==> src/verilog/sdp_defs.svh <==
// Offsets, field widths, reset values and timing counts
`ifndef SDP_DEFS_SVH
`define SDP_DEFS_SVH

`define SDP_OFS_FMT        8'h00
`define SDP_OFS_TXB        8'h04
`define SDP_OFS_RXB        8'h08
`define SDP_OFS_CTRL       8'h0C
`define SDP_OFS_STAT       8'h10
`define SDP_OFS_BRATE      8'h14

`define SDP_CTRL_W         3
`define SDP_FLG_W          7
`define SDP_FLG_CLR_W      6

`define SDP_FMT_RST        8'h00
`define SDP_TXB_RST        8'hFF
`define SDP_RXB_RST        8'h00
`define SDP_CTRL_RST       3'h0
`define SDP_FLG_RST        7'h21
`define SDP_BRATE_RST      8'hFF

`define SDP_PRE_DIV1       6'h00
`define SDP_PRE_DIV4       6'h03
`define SDP_PRE_DIV16      6'h0F
`define SDP_PRE_DIV64      6'h3F

`define SDP_PHASE_MID      4'h7
`define SDP_PHASE_LAST     4'hF
`define SDP_LAST_BIT8      3'h7
`define SDP_LAST_BIT7      3'h6
`define SDP_HSIZE_WORD     3'h2

`endif

==> src/verilog/sdp_pkg.sv <==
// Types shared by the serial data path block
package sdp_pkg;

   typedef struct packed {
      logic sync_mode;
      logic char_length_select;
      logic parity_on;
      logic odd_parity;
      logic two_stop;
      logic multidrop_format;
      logic prescale_sel_hi;
      logic prescale_sel_lo;
   } sdp_fmt_t;

   typedef struct packed {
      logic mpb_tx;
      logic receiver_on;
      logic transmitter_on;
   } sdp_ctrl_t;

   typedef struct packed {
      logic mpb;
      logic tend;
      logic orer;
      logic fer;
      logic per;
      logic rdrf;
      logic tx_buffer_empty_flag;
   } sdp_flags_t;

   typedef struct packed {
      logic       wr;
      logic       rd;
      logic [7:0] addr;
   } sdp_ahb_t;

   typedef enum logic [2:0] {
      T_IDLE, T_START, T_DATA, T_PAR, T_STOP
   } sdp_tx_st_t;

   typedef enum logic [2:0] {
      R_IDLE, R_START, R_DATA, R_PAR, R_STOP, R_SYNC
   } sdp_rx_st_t;

   typedef struct packed {
      sdp_tx_st_t st;
      logic [7:0] tx_shifter;
      logic [2:0] cnt;
      logic       txd;
   } sdp_tx_t;

   typedef struct packed {
      sdp_rx_st_t st;
      logic [7:0] rx_shifter;
      logic [2:0] cnt;
      logic [3:0] os;
      logic       pbit;
   } sdp_rx_t;

endpackage : sdp_pkg

==> src/verilog/sdp_top.sv <==
// Serial data path and frame format block with AHB-Lite registers
// Contract
// Receive LSB first, auto move to buffer
// Receive shifter has no CPU access
// Shifter free again right after transfer
// Receive buffer read-only, clears to zero
// Load shifter from buffer, send LSB first
// Auto reload next byte unless buffer empty
// Transmit shifter has no CPU access
// Transmit buffer RW, resets all ones
// Format register RW, clears to zero
// Bit 7 selects async or sync
// Bit 6 selects 7 or 8 bits; code applies it in async only, sync always 8 bits
// 7-bit mode drops transmit bit 7
// Bit 5 parity only async, no multidrop
// Bit 4 even or odd parity
// Bit 3 one or two stop bits
// Receiver checks first stop bit only
// Bit 2 multidrop overrides parity, async
// Bits 1:0 select prescale 1/4/16/64
// Send after buffer write and flag clear
// Software sets format before enabling
// Async idle high, one low start bit
`timescale 1ns/1ns
`include "sdp_defs.svh"

module sdp_top
   import sdp_pkg::*;
(
   input  wire logic        clk,
   input  wire logic        rstn,
   input  wire logic        low_power_clear,
   input  wire logic        hsel,
   input  wire logic [31:0] haddr,
   input  wire logic [1:0]  htrans,
   input  wire logic        hwrite,
   input  wire logic [2:0]  hsize,
   input  wire logic [31:0] hwdata,
   input  wire logic        hready,
   output logic      [31:0] hrdata,
   output logic             hreadyout,
   output logic             hresp,
   input  wire logic        rxd,
   output logic             txd,
   output logic             sck_out,
   output logic             sck_oe
);

   localparam sdp_tx_t TX_RST = '{st: T_IDLE, tx_shifter: 8'h00,
                                  cnt: 3'h0, txd: 1'b1};
   localparam sdp_rx_t RX_RST = '{st: R_IDLE, rx_shifter: 8'h00,
                                  cnt: 3'h0, os: 4'h0, pbit: 1'b0};

   // Parity over 7 or 8 data bits
   function automatic logic par_of(input logic [7:0] d,
                                   input logic       n7,
                                   input logic       odd);
      logic [7:0] m;
      m = n7 ? {1'b0, d[6:0]} : d;
      return (^m) ^ odd;
   endfunction : par_of

   // Prescaler terminal count
   function automatic logic [5:0] pre_max(input logic [1:0] sel);
      logic [5:0] v;
      case (sel)
         2'h0:    v = `SDP_PRE_DIV1;
         2'h1:    v = `SDP_PRE_DIV4;
         2'h2:    v = `SDP_PRE_DIV16;
         default: v = `SDP_PRE_DIV64;
      endcase
      return v;
   endfunction : pre_max

   // Register file
   sdp_fmt_t    frame_format_select;
   sdp_fmt_t    next_frame_format_select;
   logic [7:0]  transmit_buffer;
   logic [7:0]  next_transmit_buffer;
   logic [7:0]  receive_buffer;
   logic [7:0]  next_receive_buffer;
   sdp_ctrl_t   ctrl;
   sdp_ctrl_t   next_ctrl;
   sdp_flags_t  flg;
   sdp_flags_t  next_flg;
   logic [7:0]  brate;
   logic [7:0]  next_brate;
   sdp_ahb_t    ap;
   sdp_ahb_t    next_ap;
   logic [31:0] next_hrdata;
   logic        next_hreadyout;

   // Baud generator
   logic [5:0]  pre;
   logic [5:0]  next_pre;
   logic [7:0]  div;
   logic [7:0]  next_div;
   logic [3:0]  phase;
   logic [3:0]  next_phase;
   logic        next_sck_out;
   logic        next_sck_oe;
   logic        pre_tick;
   logic        os_tick;
   logic        bit_end;
   logic        samp_tick;

   // Receive pin conditioning
   logic [2:0]  rsync;
   logic [2:0]  next_rsync;
   logic        rx_lvl;
   logic        next_rx_lvl;

   // Shifters
   sdp_tx_t     tx;
   sdp_tx_t     next_tx;
   sdp_rx_t     rx;
   sdp_rx_t     next_rx;
   logic        tx_load;
   logic        tx_end;
   logic        try_load;
   logic        ended;
   logic        rx_done;
   logic        rx_per;
   logic        rx_fer;
   logic        rx_mpb;

   // Decoded format
   logic        async_m;
   logic        n7;
   logic        par_act;
   logic        mp_act;
   logic [2:0]  last_bit;

   // mode select
   assign async_m  = !frame_format_select.sync_mode;
   // length only in async
   assign n7       = async_m && frame_format_select.char_length_select;
   // parity gated by mode and multidrop
   assign par_act  = async_m && frame_format_select.parity_on
                     && !frame_format_select.multidrop_format;
   assign mp_act   = async_m && frame_format_select.multidrop_format;
   assign last_bit = n7 ? `SDP_LAST_BIT7 : `SDP_LAST_BIT8;

   // Bus slave and registers
   always_comb begin
      next_frame_format_select = frame_format_select;
      next_transmit_buffer     = transmit_buffer;
      next_receive_buffer      = receive_buffer;
      next_ctrl                = ctrl;
      next_flg                 = flg;
      next_brate               = brate;
      next_ap                  = '{wr: 1'b0, rd: 1'b0, addr: ap.addr};
      next_hrdata              = hrdata;
      next_hreadyout           = 1'b1;
      if (ap.wr) begin
         case (ap.addr)
            // format register writable
            `SDP_OFS_FMT:   next_frame_format_select = sdp_fmt_t'(hwdata[7:0]);
            // transmit buffer writable any time
            `SDP_OFS_TXB:   next_transmit_buffer = hwdata[7:0];
            `SDP_OFS_CTRL:  next_ctrl = sdp_ctrl_t'(hwdata[`SDP_CTRL_W-1:0]);
            `SDP_OFS_STAT:  next_flg = flg & sdp_flags_t'({1'b1,
                                       hwdata[`SDP_FLG_CLR_W-1:0]});
            `SDP_OFS_BRATE: next_brate = hwdata[7:0];
            // receive buffer ignores writes
            default: ;
         endcase
      end
      if (ap.rd) begin
         next_hrdata = 32'h0000_0000;
         case (ap.addr)
            `SDP_OFS_FMT:   next_hrdata[7:0] = frame_format_select;
            `SDP_OFS_TXB:   next_hrdata[7:0] = transmit_buffer;
            // received data only via buffer
            `SDP_OFS_RXB:   next_hrdata[7:0] = receive_buffer;
            `SDP_OFS_CTRL:  next_hrdata[`SDP_CTRL_W-1:0] = ctrl;
            `SDP_OFS_STAT:  next_hrdata[`SDP_FLG_W-1:0] = flg;
            `SDP_OFS_BRATE: next_hrdata[7:0] = brate;
            default: ;
         endcase
      end
      if (hsel && htrans[1] && hready && hsize == `SDP_HSIZE_WORD) begin
         next_ap = '{wr: hwrite, rd: !hwrite, addr: haddr[7:0]};
         next_hreadyout = hwrite;
      end
      // flag set by load
      if (tx_load) begin
         next_flg.tx_buffer_empty_flag = 1'b1;
         next_flg.tend = 1'b0;
      end
      if (tx_end) begin
         next_flg.tend = 1'b1;
      end
      // flag held while transmitter off
      if (!ctrl.transmitter_on) begin
         next_flg.tx_buffer_empty_flag = 1'b1;
      end
      // byte to buffer, shifter freed
      if (rx_done) begin
         if (next_flg.rdrf) begin
            next_flg.orer = 1'b1;
         end else begin
            next_receive_buffer = next_rx.rx_shifter;
            next_flg.rdrf = 1'b1;
            next_flg.per  = next_flg.per | rx_per;
            next_flg.fer  = next_flg.fer | rx_fer;
            next_flg.mpb  = rx_mpb;
         end
      end
      // clears in low-power states
      if (low_power_clear) begin
         next_frame_format_select = sdp_fmt_t'(`SDP_FMT_RST);
         next_transmit_buffer     = `SDP_TXB_RST;
         next_receive_buffer      = `SDP_RXB_RST;
         next_ctrl                = sdp_ctrl_t'(`SDP_CTRL_RST);
         next_flg                 = sdp_flags_t'(`SDP_FLG_RST);
         next_brate               = `SDP_BRATE_RST;
      end
   end

   always_ff @(posedge clk or negedge rstn) begin
      if (!rstn) begin
         // reset values
         frame_format_select <= sdp_fmt_t'(`SDP_FMT_RST);
         transmit_buffer     <= `SDP_TXB_RST;
         receive_buffer      <= `SDP_RXB_RST;
         ctrl                <= sdp_ctrl_t'(`SDP_CTRL_RST);
         flg                 <= sdp_flags_t'(`SDP_FLG_RST);
         brate               <= `SDP_BRATE_RST;
         ap                  <= '{wr: 1'b0, rd: 1'b0, addr: 8'h00};
         hrdata              <= 32'h0000_0000;
         hreadyout           <= 1'b1;
         hresp               <= 1'b0;
      end else begin
         frame_format_select <= next_frame_format_select;
         transmit_buffer     <= next_transmit_buffer;
         receive_buffer      <= next_receive_buffer;
         ctrl                <= next_ctrl;
         flg                 <= next_flg;
         brate               <= next_brate;
         ap                  <= next_ap;
         hrdata              <= next_hrdata;
         hreadyout           <= next_hreadyout;
         hresp               <= 1'b0;
      end
   end

   // Baud generator
   always_comb begin
      // prescale select
      pre_tick  = (pre == pre_max({frame_format_select.prescale_sel_hi,
                                   frame_format_select.prescale_sel_lo}));
      os_tick   = pre_tick && (div == brate);
      next_pre  = pre_tick ? 6'h00 : pre + 6'h01;
      next_div  = div;
      if (pre_tick) begin
         next_div = os_tick ? 8'h00 : div + 8'h01;
      end
      next_phase = os_tick ? phase + 4'h1 : phase;
      bit_end    = os_tick && (phase == `SDP_PHASE_LAST);
      samp_tick  = os_tick && (phase == `SDP_PHASE_MID);
      next_sck_out = !(frame_format_select.sync_mode && !next_phase[3]
                       && (tx.st != T_IDLE || rx.st == R_SYNC));
      next_sck_oe  = frame_format_select.sync_mode;
      if (low_power_clear) begin
         next_pre   = 6'h00;
         next_div   = 8'h00;
         next_phase = 4'h0;
      end
   end

   always_ff @(posedge clk or negedge rstn) begin
      if (!rstn) begin
         pre     <= 6'h00;
         div     <= 8'h00;
         phase   <= 4'h0;
         sck_out <= 1'b1;
         sck_oe  <= 1'b0;
      end else begin
         pre     <= next_pre;
         div     <= next_div;
         phase   <= next_phase;
         sck_out <= next_sck_out;
         sck_oe  <= next_sck_oe;
      end
   end

   // Receive pin filter
   always_comb begin
      next_rsync  = {rsync[1:0], rxd};
      next_rx_lvl = (rsync[1] == rsync[2]) ? rsync[2] : rx_lvl;
   end

   always_ff @(posedge clk or negedge rstn) begin
      if (!rstn) begin
         rsync  <= 3'h7;
         rx_lvl <= 1'b1;
      end else begin
         rsync  <= next_rsync;
         rx_lvl <= next_rx_lvl;
      end
   end

   // Transmitter
   always_comb begin
      next_tx  = tx;
      tx_load  = 1'b0;
      tx_end   = 1'b0;
      try_load = 1'b0;
      ended    = 1'b0;
      if (bit_end) begin
         case (tx.st)
            T_IDLE: begin
               try_load = 1'b1;
            end
            T_START: begin
               next_tx.txd = tx.tx_shifter[0];
               next_tx.st  = T_DATA;
               next_tx.cnt = 3'h0;
            end
            T_DATA: begin
               // last bit 6 in 7-bit mode
               if (tx.cnt == last_bit) begin
                  if (mp_act) begin
                     next_tx.txd = ctrl.mpb_tx;
                     next_tx.st  = T_PAR;
                  end else if (par_act) begin
                     // parity sense
                     next_tx.txd = par_of(tx.tx_shifter, n7,
                                          frame_format_select.odd_parity);
                     next_tx.st  = T_PAR;
                  end else if (async_m) begin
                     next_tx.txd = 1'b1;
                     next_tx.st  = T_STOP;
                     next_tx.cnt = 3'h0;
                  end else begin
                     try_load = 1'b1;
                     ended    = 1'b1;
                  end
               end else begin
                  // next bit upward
                  next_tx.txd = tx.tx_shifter[tx.cnt + 3'h1];
                  next_tx.cnt = tx.cnt + 3'h1;
               end
            end
            T_PAR: begin
               next_tx.txd = 1'b1;
               next_tx.st  = T_STOP;
               next_tx.cnt = 3'h0;
            end
            T_STOP: begin
               // one or two stop bits
               if (frame_format_select.two_stop && tx.cnt == 3'h0) begin
                  next_tx.cnt = 3'h1;
               end else begin
                  try_load = 1'b1;
                  ended    = 1'b1;
               end
            end
            default: begin
               next_tx = TX_RST;
            end
         endcase
      end
      // reload only when flag clear
      if (try_load) begin
         if (ctrl.transmitter_on && !flg.tx_buffer_empty_flag) begin
            tx_load            = 1'b1;
            // internal copy only
            next_tx.tx_shifter = transmit_buffer;
            next_tx.cnt        = 3'h0;
            if (async_m) begin
               // low start bit
               next_tx.st  = T_START;
               next_tx.txd = 1'b0;
            end else begin
               next_tx.st  = T_DATA;
               next_tx.txd = transmit_buffer[0];
            end
         end else begin
            // idle high
            next_tx.st  = T_IDLE;
            next_tx.txd = 1'b1;
            tx_end      = ended;
         end
      end
      if (low_power_clear) begin
         next_tx = TX_RST;
         tx_load = 1'b0;
         tx_end  = 1'b0;
      end
   end

   always_ff @(posedge clk or negedge rstn) begin
      if (!rstn) begin
         tx  <= TX_RST;
         txd <= 1'b1;
      end else begin
         tx  <= next_tx;
         txd <= next_tx.txd;
      end
   end

   // Receiver
   always_comb begin
      next_rx = rx;
      rx_done = 1'b0;
      rx_per  = 1'b0;
      rx_fer  = 1'b0;
      rx_mpb  = 1'b0;
      if (os_tick) begin
         next_rx.os = rx.os + 4'h1;
      end
      case (rx.st)
         R_IDLE: begin
            if (!async_m) begin
               next_rx.st         = R_SYNC;
               next_rx.cnt        = 3'h0;
               next_rx.rx_shifter = 8'h00;
            end else if (os_tick && !rx_lvl) begin
               next_rx.st = R_START;
               next_rx.os = 4'h0;
            end
         end
         R_START: begin
            if (os_tick && rx.os == `SDP_PHASE_MID) begin
               next_rx.os         = 4'h0;
               next_rx.cnt        = 3'h0;
               next_rx.rx_shifter = 8'h00;
               next_rx.st         = rx_lvl ? R_IDLE : R_DATA;
            end
         end
         R_DATA: begin
            if (os_tick && rx.os == `SDP_PHASE_LAST) begin
               // LSB first into shifter
               next_rx.rx_shifter[rx.cnt] = rx_lvl;
               next_rx.cnt = rx.cnt + 3'h1;
               if (rx.cnt == last_bit) begin
                  next_rx.st = (par_act || mp_act) ? R_PAR : R_STOP;
               end
            end
         end
         R_PAR: begin
            if (os_tick && rx.os == `SDP_PHASE_LAST) begin
               next_rx.pbit = rx_lvl;
               next_rx.st   = R_STOP;
            end
         end
         R_STOP: begin
            // first stop bit only
            if (os_tick && rx.os == `SDP_PHASE_LAST) begin
               rx_done    = 1'b1;
               rx_fer     = !rx_lvl;
               // receive parity check
               rx_per     = par_act && (rx.pbit != par_of(rx.rx_shifter, n7,
                               frame_format_select.odd_parity));
               rx_mpb     = mp_act && rx.pbit;
               next_rx.st = R_IDLE;
            end
         end
         R_SYNC: begin
            if (async_m) begin
               next_rx.st = R_IDLE;
            end else if (samp_tick) begin
               next_rx.rx_shifter[rx.cnt] = rx_lvl;
               next_rx.cnt = rx.cnt + 3'h1;
               rx_done     = (rx.cnt == `SDP_LAST_BIT8);
            end
         end
         default: begin
            next_rx = RX_RST;
         end
      endcase
      if (!ctrl.receiver_on || low_power_clear) begin
         next_rx = RX_RST;
         rx_done = 1'b0;
      end
   end

   always_ff @(posedge clk or negedge rstn) begin
      if (!rstn) begin
         rx <= RX_RST;
      end else begin
         rx <= next_rx;
      end
   end

endmodule : sdp_top

==> config.mk <==
export PLATFORM = sky130hd
export DESIGN_NAME = sdp_top
export DESIGN_NICKNAME = d
export VERILOG_FILES = /design/src/verilog/sdp_pkg.sv /design/src/verilog/sdp_top.sv
export VERILOG_INCLUDE_DIRS = /design/src /design/src/verilog
export SDC_FILE = /design/constraint.sdc
export NUM_CORES = 1
export LEC_CHECK = 0
export ABC_CLOCK_PERIOD_IN_PS = 3200
export BUFFER_PORTS_ARGS = -buffer_cell sky130_fd_sc_hd__clkbuf_2
export CAP_MARGIN = 15
export CORE_ASPECT_RATIO = 0.5
export CORE_MARGIN = 4
export CORE_UTILIZATION = 40
export CTS_CLUSTER_SIZE = 8
export DETAILED_ROUTE_END_ITERATION = 12
export MAX_ROUTING_LAYER = met4
export SYNTH_ARGS = -nofsm -noshare
export SYNTH_HDL_FRONTEND = slang
export SYNTH_SLANG_ARGS = --single-unit
export TNS_END_PERCENT = 20
==> constraint.sdc <==
create_clock -name clk -period 3.2 [get_ports clk]
set_clock_uncertainty 0.1 [all_clocks]
set_input_delay 0.64 -clock clk [delete_from_list [all_inputs] [get_ports clk]]
set_output_delay 0.64 -clock clk [all_outputs]
set_load 0.01 [all_outputs]
## Word-level counts from Yosys, hierarchy flattened

Index checks and enable logic that the tools add are counted.

| storage, ports and cells | value |
|---|---|
| bits of input ports | 76 |
| register bits | 119 |
| output and inout bits | 37 |

| operators by class | value |
|---|---|
| multiplexer cells | 119 |
| reductions and logical operators | 67 |
| $lt $le $gt $ge | 3 |
| equal/unequal tests | 47 |
| add/subtract/negate cells | 6 |
| bitwise operators | 5 |

Operator list:

| operator | number |
|---|---|
| $mux W8 | 18 |
| $mux W3 | 19 |
| $pmux W11 S5 | 1 |
| $mux W15 | 3 |
| $mux W11 | 4 |
| $mux W1 | 39 |
| $pmux W3 S6 | 2 |
| $mux W4 | 8 |
| $mux W7 | 3 |
| $logic_and A1 B1 Y1 | 20 |
| $pmux W4 S5 | 1 |
| $mux W19 | 1 |
| $mux W18 | 1 |
| $ne A3 B3 Y1 const B | 6 |
| $pmux W6 S3 | 1 |
| $eq A8 B4 Y1 const B | 2 |
| $eq A8 B5 Y1 const B | 2 |
| $reduce_and A2 Y1 | 8 |
| $reduce_bool A2 Y1 | 8 |
| $reduce_xor A8 Y1 | 2 |
| $eq A3 B2 Y1 const B | 5 |
| $mux W14 | 1 |
| $eq A3 B3 Y1 const B | 4 |
| $mux W6 | 2 |
| other kinds (53) | 86 |

## Depth between registers and ports, before layout

Gate-level depths: netlist of run 1.

| logic depth | value |
|---|---|
| depth in word-level cells | 13 |
| mapped depth | 9 |

## Least setup slack after synthesis of run 1

OpenSTA, ideal clock, no wires.

| timing path | value |
|---|---|
| path kind | reg2reg |
| from | register frame_format_select[0] (netlist bit) |
| to | register receive_buffer[3] |
| data arrival time | 2.226 ns |
| clock period less this slack | 2.414 ns |
| data required time | 3.012 ns |
| path buffers | 1 |
| path slack | 0.786 ns |
| library setup time | 0.088 ns |
| stages on the path, launching flop included | 8 |
| cells stage by stage | dfrtp_1 -> or4_1 -> o21ai_1 -> o2111ai_4 -> o41ai_4 -> buf_6 -> nor2_1 -> a41oi_1 |

| on the way | value |
|---|---|
| longest elaborated chain between the ends | 12 |
| elaborated cells on any way between the ends | 25 |
| classes of those cells | eq/ne: 3; mux: 15; reduce/logical: 7 |

RTL lines:

| element | line | source |
|---|---|---|
| start: declaration | sdp_top.sv:76 | `sdp_fmt_t frame_format_select;` |
| start signal: assignment | sdp_top.sv:224 | `` frame_format_select <= sdp_fmt_t'(`SDP_FMT_RST); `` |
| start signal: assignment | sdp_top.sv:235 | `frame_format_select <= next_frame_format_select;` |
| $eq A2 B2 Y1 (tied with other cells) | sdp_top.sv:66 | `case (sel)` |
| $pmux W6 S3 (*) | sdp_top.sv:66 |  |
| $eq A6 B6 Y1 (*) | sdp_top.sv:251 | `pre_tick = (pre == pre_max({frame_format_select.prescale_sel_hi,` |
| $logic_and A1 B1 Y1 (*) | sdp_top.sv:253 | `os_tick = pre_tick && (div == brate);` |
| $logic_and A1 B1 Y1 | sdp_top.sv:261 | `` samp_tick = os_tick && (phase == `SDP_PHASE_MID); `` |
| $mux W11 | sdp_top.sv:464 | `end else if (samp_tick) begin` |
| $mux W11 | sdp_top.sv:462 | `if (async_m) begin` |
| $pmux W11 S5 | sdp_top.sv:414 | `case (rx.st)` |
| $mux W19 | sdp_top.sv:474 | `if (!ctrl.receiver_on \|\| low_power_clear) begin` |
| $mux W8 | sdp_top.sv:200 | `if (next_flg.rdrf) begin` |
| $mux W8 | sdp_top.sv:199 | `if (rx_done) begin` |
| $mux W8 | sdp_top.sv:211 | `if (low_power_clear) begin` |
| end signal: assignment | sdp_top.sv:226 | `` receive_buffer <= `SDP_RXB_RST; `` |
| end signal: assignment | sdp_top.sv:237 | `receive_buffer <= next_receive_buffer;` |
| end: declaration | sdp_top.sv:80 | `logic [7:0] receive_buffer;` |

Every way passes the cells marked *; elsewhere a longest branch is shown, timed or not. The select of a mux whose other input is x is not followed.
A chain may end at the register's enable or synchronous reset.

## Worst setup path in the final report of run 1

| timing path | value |
|---|---|
| from | register brate[6] |
| to | register receive_buffer[5] |

| on the way | value |
|---|---|
| longest elaborated chain between the ends | 10 |
| elaborated cells on any way between the ends | 21 |
| classes of those cells | eq/ne: 1; mux: 14; reduce/logical: 6 |

RTL lines:

| element | line | source |
|---|---|---|
| start: declaration | sdp_top.sv:86 | `logic [7:0] brate;` |
| start signal: assignment | sdp_top.sv:229 | `` brate <= `SDP_BRATE_RST; `` |
| start signal: assignment | sdp_top.sv:240 | `brate <= next_brate;` |
| $eq A8 B8 Y1 (*) | sdp_top.sv:253 |  |
| $logic_and A1 B1 Y1 (*) | sdp_top.sv:253 |  |
| $logic_and A1 B1 Y1 | sdp_top.sv:261 |  |
| $mux W11 | sdp_top.sv:464 |  |
| $mux W11 | sdp_top.sv:462 |  |
| $pmux W11 S5 | sdp_top.sv:414 |  |
| $mux W19 | sdp_top.sv:474 |  |
| $mux W8 | sdp_top.sv:200 |  |
| $mux W8 | sdp_top.sv:199 |  |
| $mux W8 | sdp_top.sv:211 |  |

Marked as above.

==> summary by stage, run 1 <==
Power
The share of total power dissipated in the clock network is about half. The overall power consumption is around 3.8 mW. Power spread over the standard cell area amounts to approximately 490 mW/mm^2. The total leakage power is between 3 and 4 nW. Across the VDD grid, the largest voltage drop is roughly 0.35 mV. The internal portion of the total power is between 2 and 3 mW. The analysis attributes to net switching a power of between 800 and 900 uW.

The relative contribution of sequential cells to total power is a little over two fifths. The part of the total power dissipated in combinational logic is under 10%. Of the total power, the share spent switching nets is 23.6%.

Setup path
The type of destination of the critical path is a flip-flop. The critical path in this run is classified as flip-flop to flip-flop. The critical path startpoint category is a flip-flop. The longest individual stage delay on the worst path is 0.56 ns. The origin of the critical flop-to-flop path is brate[6]$_DFFE_PN1P_. The capture instance of the worst register-to-register path is receive_buffer[5]$_DFFE_PN0P_. The arrival time of data at the critical path endpoint is between 3 and 4 ns. The data required time at the worst endpoint is between 3 and 4 ns. In this run the worst setup path terminates at receive_buffer[5]$_DFFE_PN0P_. The reg2reg setup slack is between 0.2 and 0.3 ns. The launch point of the critical path is brate[6]$_DFFE_PN1P_. On the critical path, the stage with the largest delay is an instance of sky130_fd_sc_hd__dfstp_2. Counting cells, the worst reg-to-reg path comes to 7. Traced cell by cell, the critical path runs through xor2_1 > nor4_2 > o2111ai_4 > nor3_2 > buf_4 > nand4_1 > a41oi_1. The largest driver fanout on the critical path is 16.

Timing
The slew at the pin with the worst max-slew slack is 0.764 ns. Setup repair after global routing left no endpoint under its margin. The final hold violation count came to 0. The number of pins exceeding their max-slew limit in the final report was 0. Headroom to the max-slew limit came out at between 40% and 50%.

Static timing analysis puts the maximum clock frequency at around 340 MHz. The post-layout minimum cycle time is ~2.9 ns. The final-layout worst hold slack is about 0.16 ns. Of the available clock period, the critical path in the final layout requires about nine tenths. The final number of setup-violating endpoints is 0. Summed over all failing endpoints, the final setup total negative slack is 0 ns.

Final layout
The net total in the final layout is roughly 820. The area overhead of the layout relative to synthesis is 14.6%. Once layout is done, the placed cells without fillers occupy 0.00768 mm^2.

The share of layout cells above drive strength 1 is roughly a fifth. Once layout is complete, the cells apart from fillers number 970. The repair_antennas step left the layout with diodes totalling 0. Counting the fill cells in the layout gives roughly 1500.

Clocking
For this design, the CTS-stage hold fixing added 0 buffers. Clock-pin slew was measured on the worst setup and hold paths at 0.06 ns. The clock reaches the later pin of the worst-skew pair after around 0.41 ns. The longest clock path from root to sink contains 2 buffers. TritonCTS built the clock tree. The total clock sinks is 119.

Clock tree synthesis inserted a total of 17 buffers. The root buffer cell is sky130_fd_sc_hd__clkbuf_16. The total number of H-tree levels is 4.

Floorplan
The floorplan step set the die width to between 150 and 200 um. In this run the core area contains 33 standard-cell rows. The initial utilization of the core area, before any placement, comes to around 41%. The number of placed I/O pins is approximately 110. The region available for standard cell placement spans about 0.016 mm^2. The floorplan step set the die height to between 90 and 100 um. The die covers about 0.019 mm^2.

Synth
In this run the mean area of a mapped cell was 9.73 um^2. Of the total synthesized cell area, the portion taken by AND, OR, NAND and NOR gates is 18.1%. The mux cell area share after synthesis is approximately 7.8%. The most frequent cell after synthesis is sky130_fd_sc_hd__dfrtp_1. The biggest area contributor in the post-synthesis netlist is sky130_fd_sc_hd__dfrtp_1. For this run, the leading register cell type out of synthesis is sky130_fd_sc_hd__dfrtp_1.

The number of synthesis warnings is 0. The synthesized netlist contains roughly 70 unique library cells. The main combinational cell family by area after synthesis is simple AND/OR/NAND/NOR gates. The number of enable flip-flop cells after synthesis is 0. Counting instances in the post-synthesis netlist gives the leading cell types as sky130_fd_sc_hd__dfrtp_1, sky130_fd_sc_hd__nor2_1, sky130_fd_sc_hd__nand2_1. The cell count after synthesis is between 600 and 700. Counting flops with an async set or reset pin after synthesis yields a share of between 90% and 100%. Counting flops and latches in the post-synthesis netlist gives between 100 and 150. The adder-cell area share of the yosys netlist is ~1.6%. After synthesis the cells add up to 0.00670 mm^2. After synthesis, the largest area contributor takes up between 30% and 40% of total cell area. The fraction of the mapped netlist area in compound gates is 16.4%. In the post-synthesis netlist, the biggest area contributors are sky130_fd_sc_hd__dfrtp_1, sky130_fd_sc_hd__dfstp_2, sky130_fd_sc_hd__mux2i_1.

Summing the areas of all xor and xnor instances in the mapped netlist gives around 5.5% of the synthesized area. The fraction of the yosys area taken by sequential cells is 44.9%.

Global routing
The pin count of the biggest net entering global routing is 52. The global-route wire length before repair is about 29000 um. The number of global-route vias before repair came to 5252. The initial antenna violation count is 0.

The total congestion overflow after global routing is 0. For this run, the total global-route usage over all layers was measured as a little under 20%.

Min path
The min-delay analysis places its worst path in the category input port to asynchronous set/reset pin.

Routing
The via density per instance is 5.51. The wire length per cell is ~18 um. Once detail routing completed, the nets flagged for antenna violations numbered 0. Before antenna repair, the detailed router went through 5 iterations. Detailed routing inserted a total of between 5000 and 6000 vias.

The routed design has between 15000 and 20000 um of wire. The first-iteration detailed-routing DRC count is roughly 560. In the routed design, unresolved DRC markers number 0.

Place
Once placement finished, the instance area stood at 0.00711 mm^2. The cell count after placement is approximately 940. At the end of routability-driven placement, the weighted congestion stood at roughly 0.9. The quantity of I/O buffers inserted on ports is 38. Detailed placement ended at an HPWL of 12300 um.

Flow run
Across the run, the number of max-cap violations was 0.

Run status
The run finished with clean final reports.
[worst min path at each step]
stage | start | to | slack (ns) | cells after the start
global placement | rsync[0]$_DFF_PN1_ | rsync[1]$_DFF_PN1_ | 0.25 | 0
CTS | rstn | tx[1]$_DFF_PN0_ | 0.18 | 1
finish | rstn | tx[14]$_DFFE_PN0P_ | 0.16 | 1
detailed placement | rsync[0]$_DFF_PN1_ | rsync[1]$_DFF_PN1_ | 0.25 | 0
floorplan | rstn | ap[0]$_DFFE_PN0P_ | 0.24 | 0
global route | rstn | tx[1]$_DFF_PN0_ | 0.20 | 1
[per-stage QoR]
stage	util [%]	worst slack, ns
CTS	46.9	0.276
floorplan	-	0.786
global route	46.9	0.0431
finish	46.9	0.280
detailed placement	43.4	0.293
global placement	43.4	0.339
[layout by cell type, fill, tap and decap left out, drive strengths merged, types with 9 or more instances in the layout]
| master | n |
|---|---|
| a22oi | 12 |
| xnor2 | 20 |
| buf | 21 |
| dfstp | 25 |
| a21oi | 41 |
| nand2 | 55 |
| mux2i | 31 |
| nand3 | 36 |
| dfrtp | 94 |
| conb | 25 |
| nand4 | 12 |
| mux2 | 15 |
| nor2 | 64 |
| nor3 | 10 |
| inv | 12 |
| o21ai | 32 |
| clkbuf | 64 |
| a22o | 13 |
| o31ai | 12 |
| a41oi | 9 |
| nor2b | 15 |
| xor2 | 17 |
[worst max-delay path: cells and delay by family (launching register included)]
family / cells / cell delay, ns
AOI/OAI and AO/OA: 2 / 0.68
xor gates and xnor gates: 1 / 0.08
buffers and inverters: 1 / 0.25
DFF: 1 / 0.56
and+or+nand+nor: 3 / 1.15
[sequential cells by signal, summed over array words and instances (netlist names), 6 cells and up]
signal and flops:
rx 19, tx 15, ap 10, brate 8, div 8, hrdata 8, receive_buffer 8, transmit_buffer 8
flg 7, frame_format_select 7, pre 6
[power groups by stage]
stage / registers, mW / clock network [mW] / logic, mW
after floorplan: 1.62 / 0 / 0.193
after global placement: 1.63 / 0 / 0.304
after detailed placement: 1.63 / 0 / 0.309
after CTS: 1.60 / 1.90 / 0.311
after global routing: 1.61 / 1.99 / 0.344
final: 1.60 / 1.88 / 0.310
[final cells by class]
class	instances	area [um^2]	area share [%]
Clock inverter	4	70.1	0.912
Timing Repair Buffer	58	355	4.63
Clock buffer	27	503	6.55
Inverter	13	48.8	0.635
Tap cell	227	284	3.70
Multi-Input combinational cell	522	3410	44.4
Sequential cell	119	3010	39.2
[cells by family (layout without fill, tap and decap cells)]
family / after synthesis / after routing
buffers and inverters: 72 / 102
AND/OR/NAND/NOR: 240 / 240
AO/OA/AOI/OAI: 161 / 161
multiplexers: 48 / 48
flip-flops: 119 / 119
adder cells (fa/ha/maj): 9 / 9
XOR/XNOR: 39 / 39
other: 1 / 25
[routing by layer]
layer / routed length (um) / share of wire, % / track usage, %
met3: 925 / 5.3 / 3.89
met4: 116 / 0.67 / 5.02
met2: 7720 / 44 / 28.4
met1: 8660 / 50 / 28.4
met5: 0 / 0 / -
[what timing repair did]
item                       4_1_cts  5_1_grt
setup buffers                    0        0
gates resized for setup          0        1
setup endpoints to repair        0        1
Power figures use the tool's default switching activity.
==> run 2: changes to the inputs <==
BUFFER_PORTS_ARGS = -buffer_cell sky130_fd_sc_hd__buf_4   (was -buffer_cell sky130_fd_sc_hd__clkbuf_2)
==> run 2 against run 1 <==
Against the previous run: clock power grew 17%; sequential power is essentially flat; sequential share of layout area shrank 1.0 points; die area is the same; hold slack gained 0.031 ns; clock-buffer cell count shrank 7.
==> summary by stage, run 2 (synthesis gave the netlist of run 1 again) <==
Flow run
The reported max-cap violation count is 0 (unchanged).

Final layout
Counting flops per register, the top entry is rx. The flip-flop count of the largest register, all copies and words added is 19 (unchanged). The net total in the final layout is 816 (+0.12%). The combined flip-flop and latch cell area is 0.00301 mm^2 (unchanged). The fill cell total of the finished layout is 1545 (+1.2%).

The multi-input combinational cell area is 0.00341 mm^2 (about the same). The share of layout cells above drive strength 1 is 19.6% (+0.89 points). The top cell types in the final layout, fill and taps aside, are sky130_fd_sc_hd__dfrtp_1, sky130_fd_sc_hd__nor2_1, sky130_fd_sc_hd__buf_4, sky130_fd_sc_hd__nand2_1, sky130_fd_sc_hd__a21oi_1.

In the final layout, the registers with the most flip-flops are rx (19), tx (15), ap (10). The most frequent standard cell in the layout excluding fill and tap cells is sky130_fd_sc_hd__dfrtp_1. The area of all placed cells without fillers is 0.00789 mm^2 (+2.7%). The area overhead of the layout relative to synthesis is 17.7%. The antenna diode count is 0 (unchanged).

Clocking
The CTS tree is yes. The clock buffer count from CTS is 17 (unchanged). The insertion delay of the later-clocked pin in the worst-skew pair came to 0.41 ns (about the same). The number of buffers inserted for hold repair after clock tree synthesis is 0 (unchanged). The number of gates given a new drive strength after cts was 0 (unchanged). The total clock sinks was 119 (unchanged).

The maximum buffer depth of the clock tree is 2 (unchanged). The total number of H-tree levels was 4 (unchanged). The root buffer cell is sky130_fd_sc_hd__clkbuf_16. The clock slew seen by the registers of the worst setup and hold paths is 0.06 ns (about the same).

The post-CTS setup repair buffer count is 0 (unchanged).

Timing
The final number of setup-violating endpoints was 0 (unchanged). The tightest slew margin relative to the limit is 49.8% (+1.3 points). The post-layout minimum cycle time is 2.84 ns (-0.0804 ns).

The aggregate negative setup slack is 0 ns (unchanged). The final clock period utilization by the worst path is 88.7% (-2.5 points). The final hold violation count came to 0 (unchanged). The peak clock frequency supported by timing is 352 MHz (+2.8%). The slew at the pin with the worst max-slew slack is 0.745 ns (-0.0188 ns).

The number of pins exceeding their max-slew limit in the final report was 0 (unchanged). Setup repair after global routing left no endpoint under its margin.

Power
The overall power consumption came to 4.13 mW (+9.0%). The total leakage power is 3.42 nW (+2.2%). The worst voltage drop across the vdd grid is 0.387 mV (+9.9%).

The power density of the placed cells came to 524 mW/mm^2 (+6.2%).

Run status
The flow ran to the end, and the final reports show no timing, DRC or antenna violations.

Place
The final HPWL from detailed placement is 12400 um (+0.80%). The global placement routability congestion is 0.915 (+1.3%). The quantity of I/O buffers inserted on ports is 38 (unchanged).

The placed cell area is 0.00721 mm^2 (+1.4%).

Routing
The overall via count from detail_route is 5442 (+1.8%). The first-iteration detailed-routing DRC count is 627 (+13%). The via density per instance came to 5.60 (+1.6%). The wire length per cell was 18.0 um (about the same). The remaining antenna violation count was 0 (unchanged).

The number of remaining DRC errors is 0 (unchanged). The number of search-and-repair iterations in the first detailed-routing pass is 5 (unchanged). The aggregate routed wire length is 17500 um (+0.14%).

Floorplan
The die boundary width is 191 um (unchanged). The starting utilization of the core area is 40.9% (unchanged). The floorplan die height was 99.5 um (unchanged). The number of placed I/O pins was 113 (unchanged). The row count is 33 (unchanged). The die footprint is 0.0190 mm^2 (unchanged). The total core area is 0.0164 mm^2 (unchanged).

Setup path
In this design, the largest share of critical-path delay is due to simple AND/OR/NAND/NOR gates. The longest individual stage delay on the worst path was 0.58 ns (+0.02 ns). The data required time at the worst endpoint is 3.36 ns (-0.07 ns).

The worst path buffer plus inverter count is 0 (-1). The largest driver fanout on the critical path is 8 (-8). The signal on the critical path passes through xor2_1 > nor4_2 > and2_0 > nor2_1 > o31ai_1 > a41oi_1.

The setup path with the least slack is of type flip-flop to flip-flop. The arrival time of data at the critical path endpoint is 3.00 ns (-0.15 ns). STA classifies the critical path startpoint as a flip-flop. The type of destination of the critical path is a flip-flop. The slowest stage of the critical path is the sky130_fd_sc_hd__and2_0 cell.

Global routing
The global-route total usage across every layer is 19.7% (+0.067 points). The pin count of the biggest net entering global routing came to 55 (+5.8%). The global-route wire length before repair is 28700 um (+0.27%).

The initial antenna violation count is 0 (unchanged). The number of global-route vias before repair is 5268 (+0.30%). The total congestion overflow after global routing is 0 (unchanged).

Min path
The worst hold path belongs to the class input port to asynchronous set/reset pin.
## run 2: cell type report
type	count	share of cell area [%]
clock buffer	20	5.79
inverter	13	0.619
clock inverter	12	2.82
timing repair buffer	59	5.77
tap	227	3.60
multi-input combinational	522	43.2
sequential	119	38.2
## run 2: per-stage QoR
stage,hold WS (ns),util [%],setup slack [ns],std cells
CTS,0.202,48.1,0.390,972
floorplan,0.244,-,0.786,713
detailed placement,0.248,44.0,0.404,940
finish,0.188,48.1,0.360,972
global route,0.226,48.1,0.172,972
global placement,0.247,44.0,0.449,940
## run 2: final timing paths
path                                      startpoint                       endpoint  slack (ns)  cells past startpoint
worst max register to register  brate[3]$_DFFE_PN1P_  receive_buffer[6]$_DFFE_PN0P_        0.36                      6
worst max-delay path            brate[3]$_DFFE_PN1P_  receive_buffer[6]$_DFFE_PN0P_        0.36                      6
worst min-delay path                            rstn               tx[10]$_DFF_PN0_        0.19                      1
min in group clk                                 rxd             rsync[0]$_DFF_PN1_        0.24                      1
max in group asynchronous                       rstn            hreadyout$_DFF_PN1_        2.02                      2
worst min register to register    rsync[0]$_DFF_PN1_             rsync[1]$_DFF_PN1_        0.25                      0
## run 2: per-layer routing
layer	wire (um)	share of wire (%)	vias up	global-route usage (%)
met4	214	1.2	0	5.63
li1	-	-	2549	-
met5	0	0	-	-
met3	1290	7.4	23	5.15
met1	8280	47	2698	27.7
met2	7670	44	172	28.1
## run 2: power by group
group / internal, mW / switching (mW) / leakage (nW) / total [mW]
combinational: 0.131 / 0.201 / 1.56 / 0.332
clock: 1.50 / 0.698 / 0.326 / 2.20
sequential: 1.56 / 0.0395 / 1.54 / 1.60
total: 3.20 / 0.938 / 3.42 / 4.13
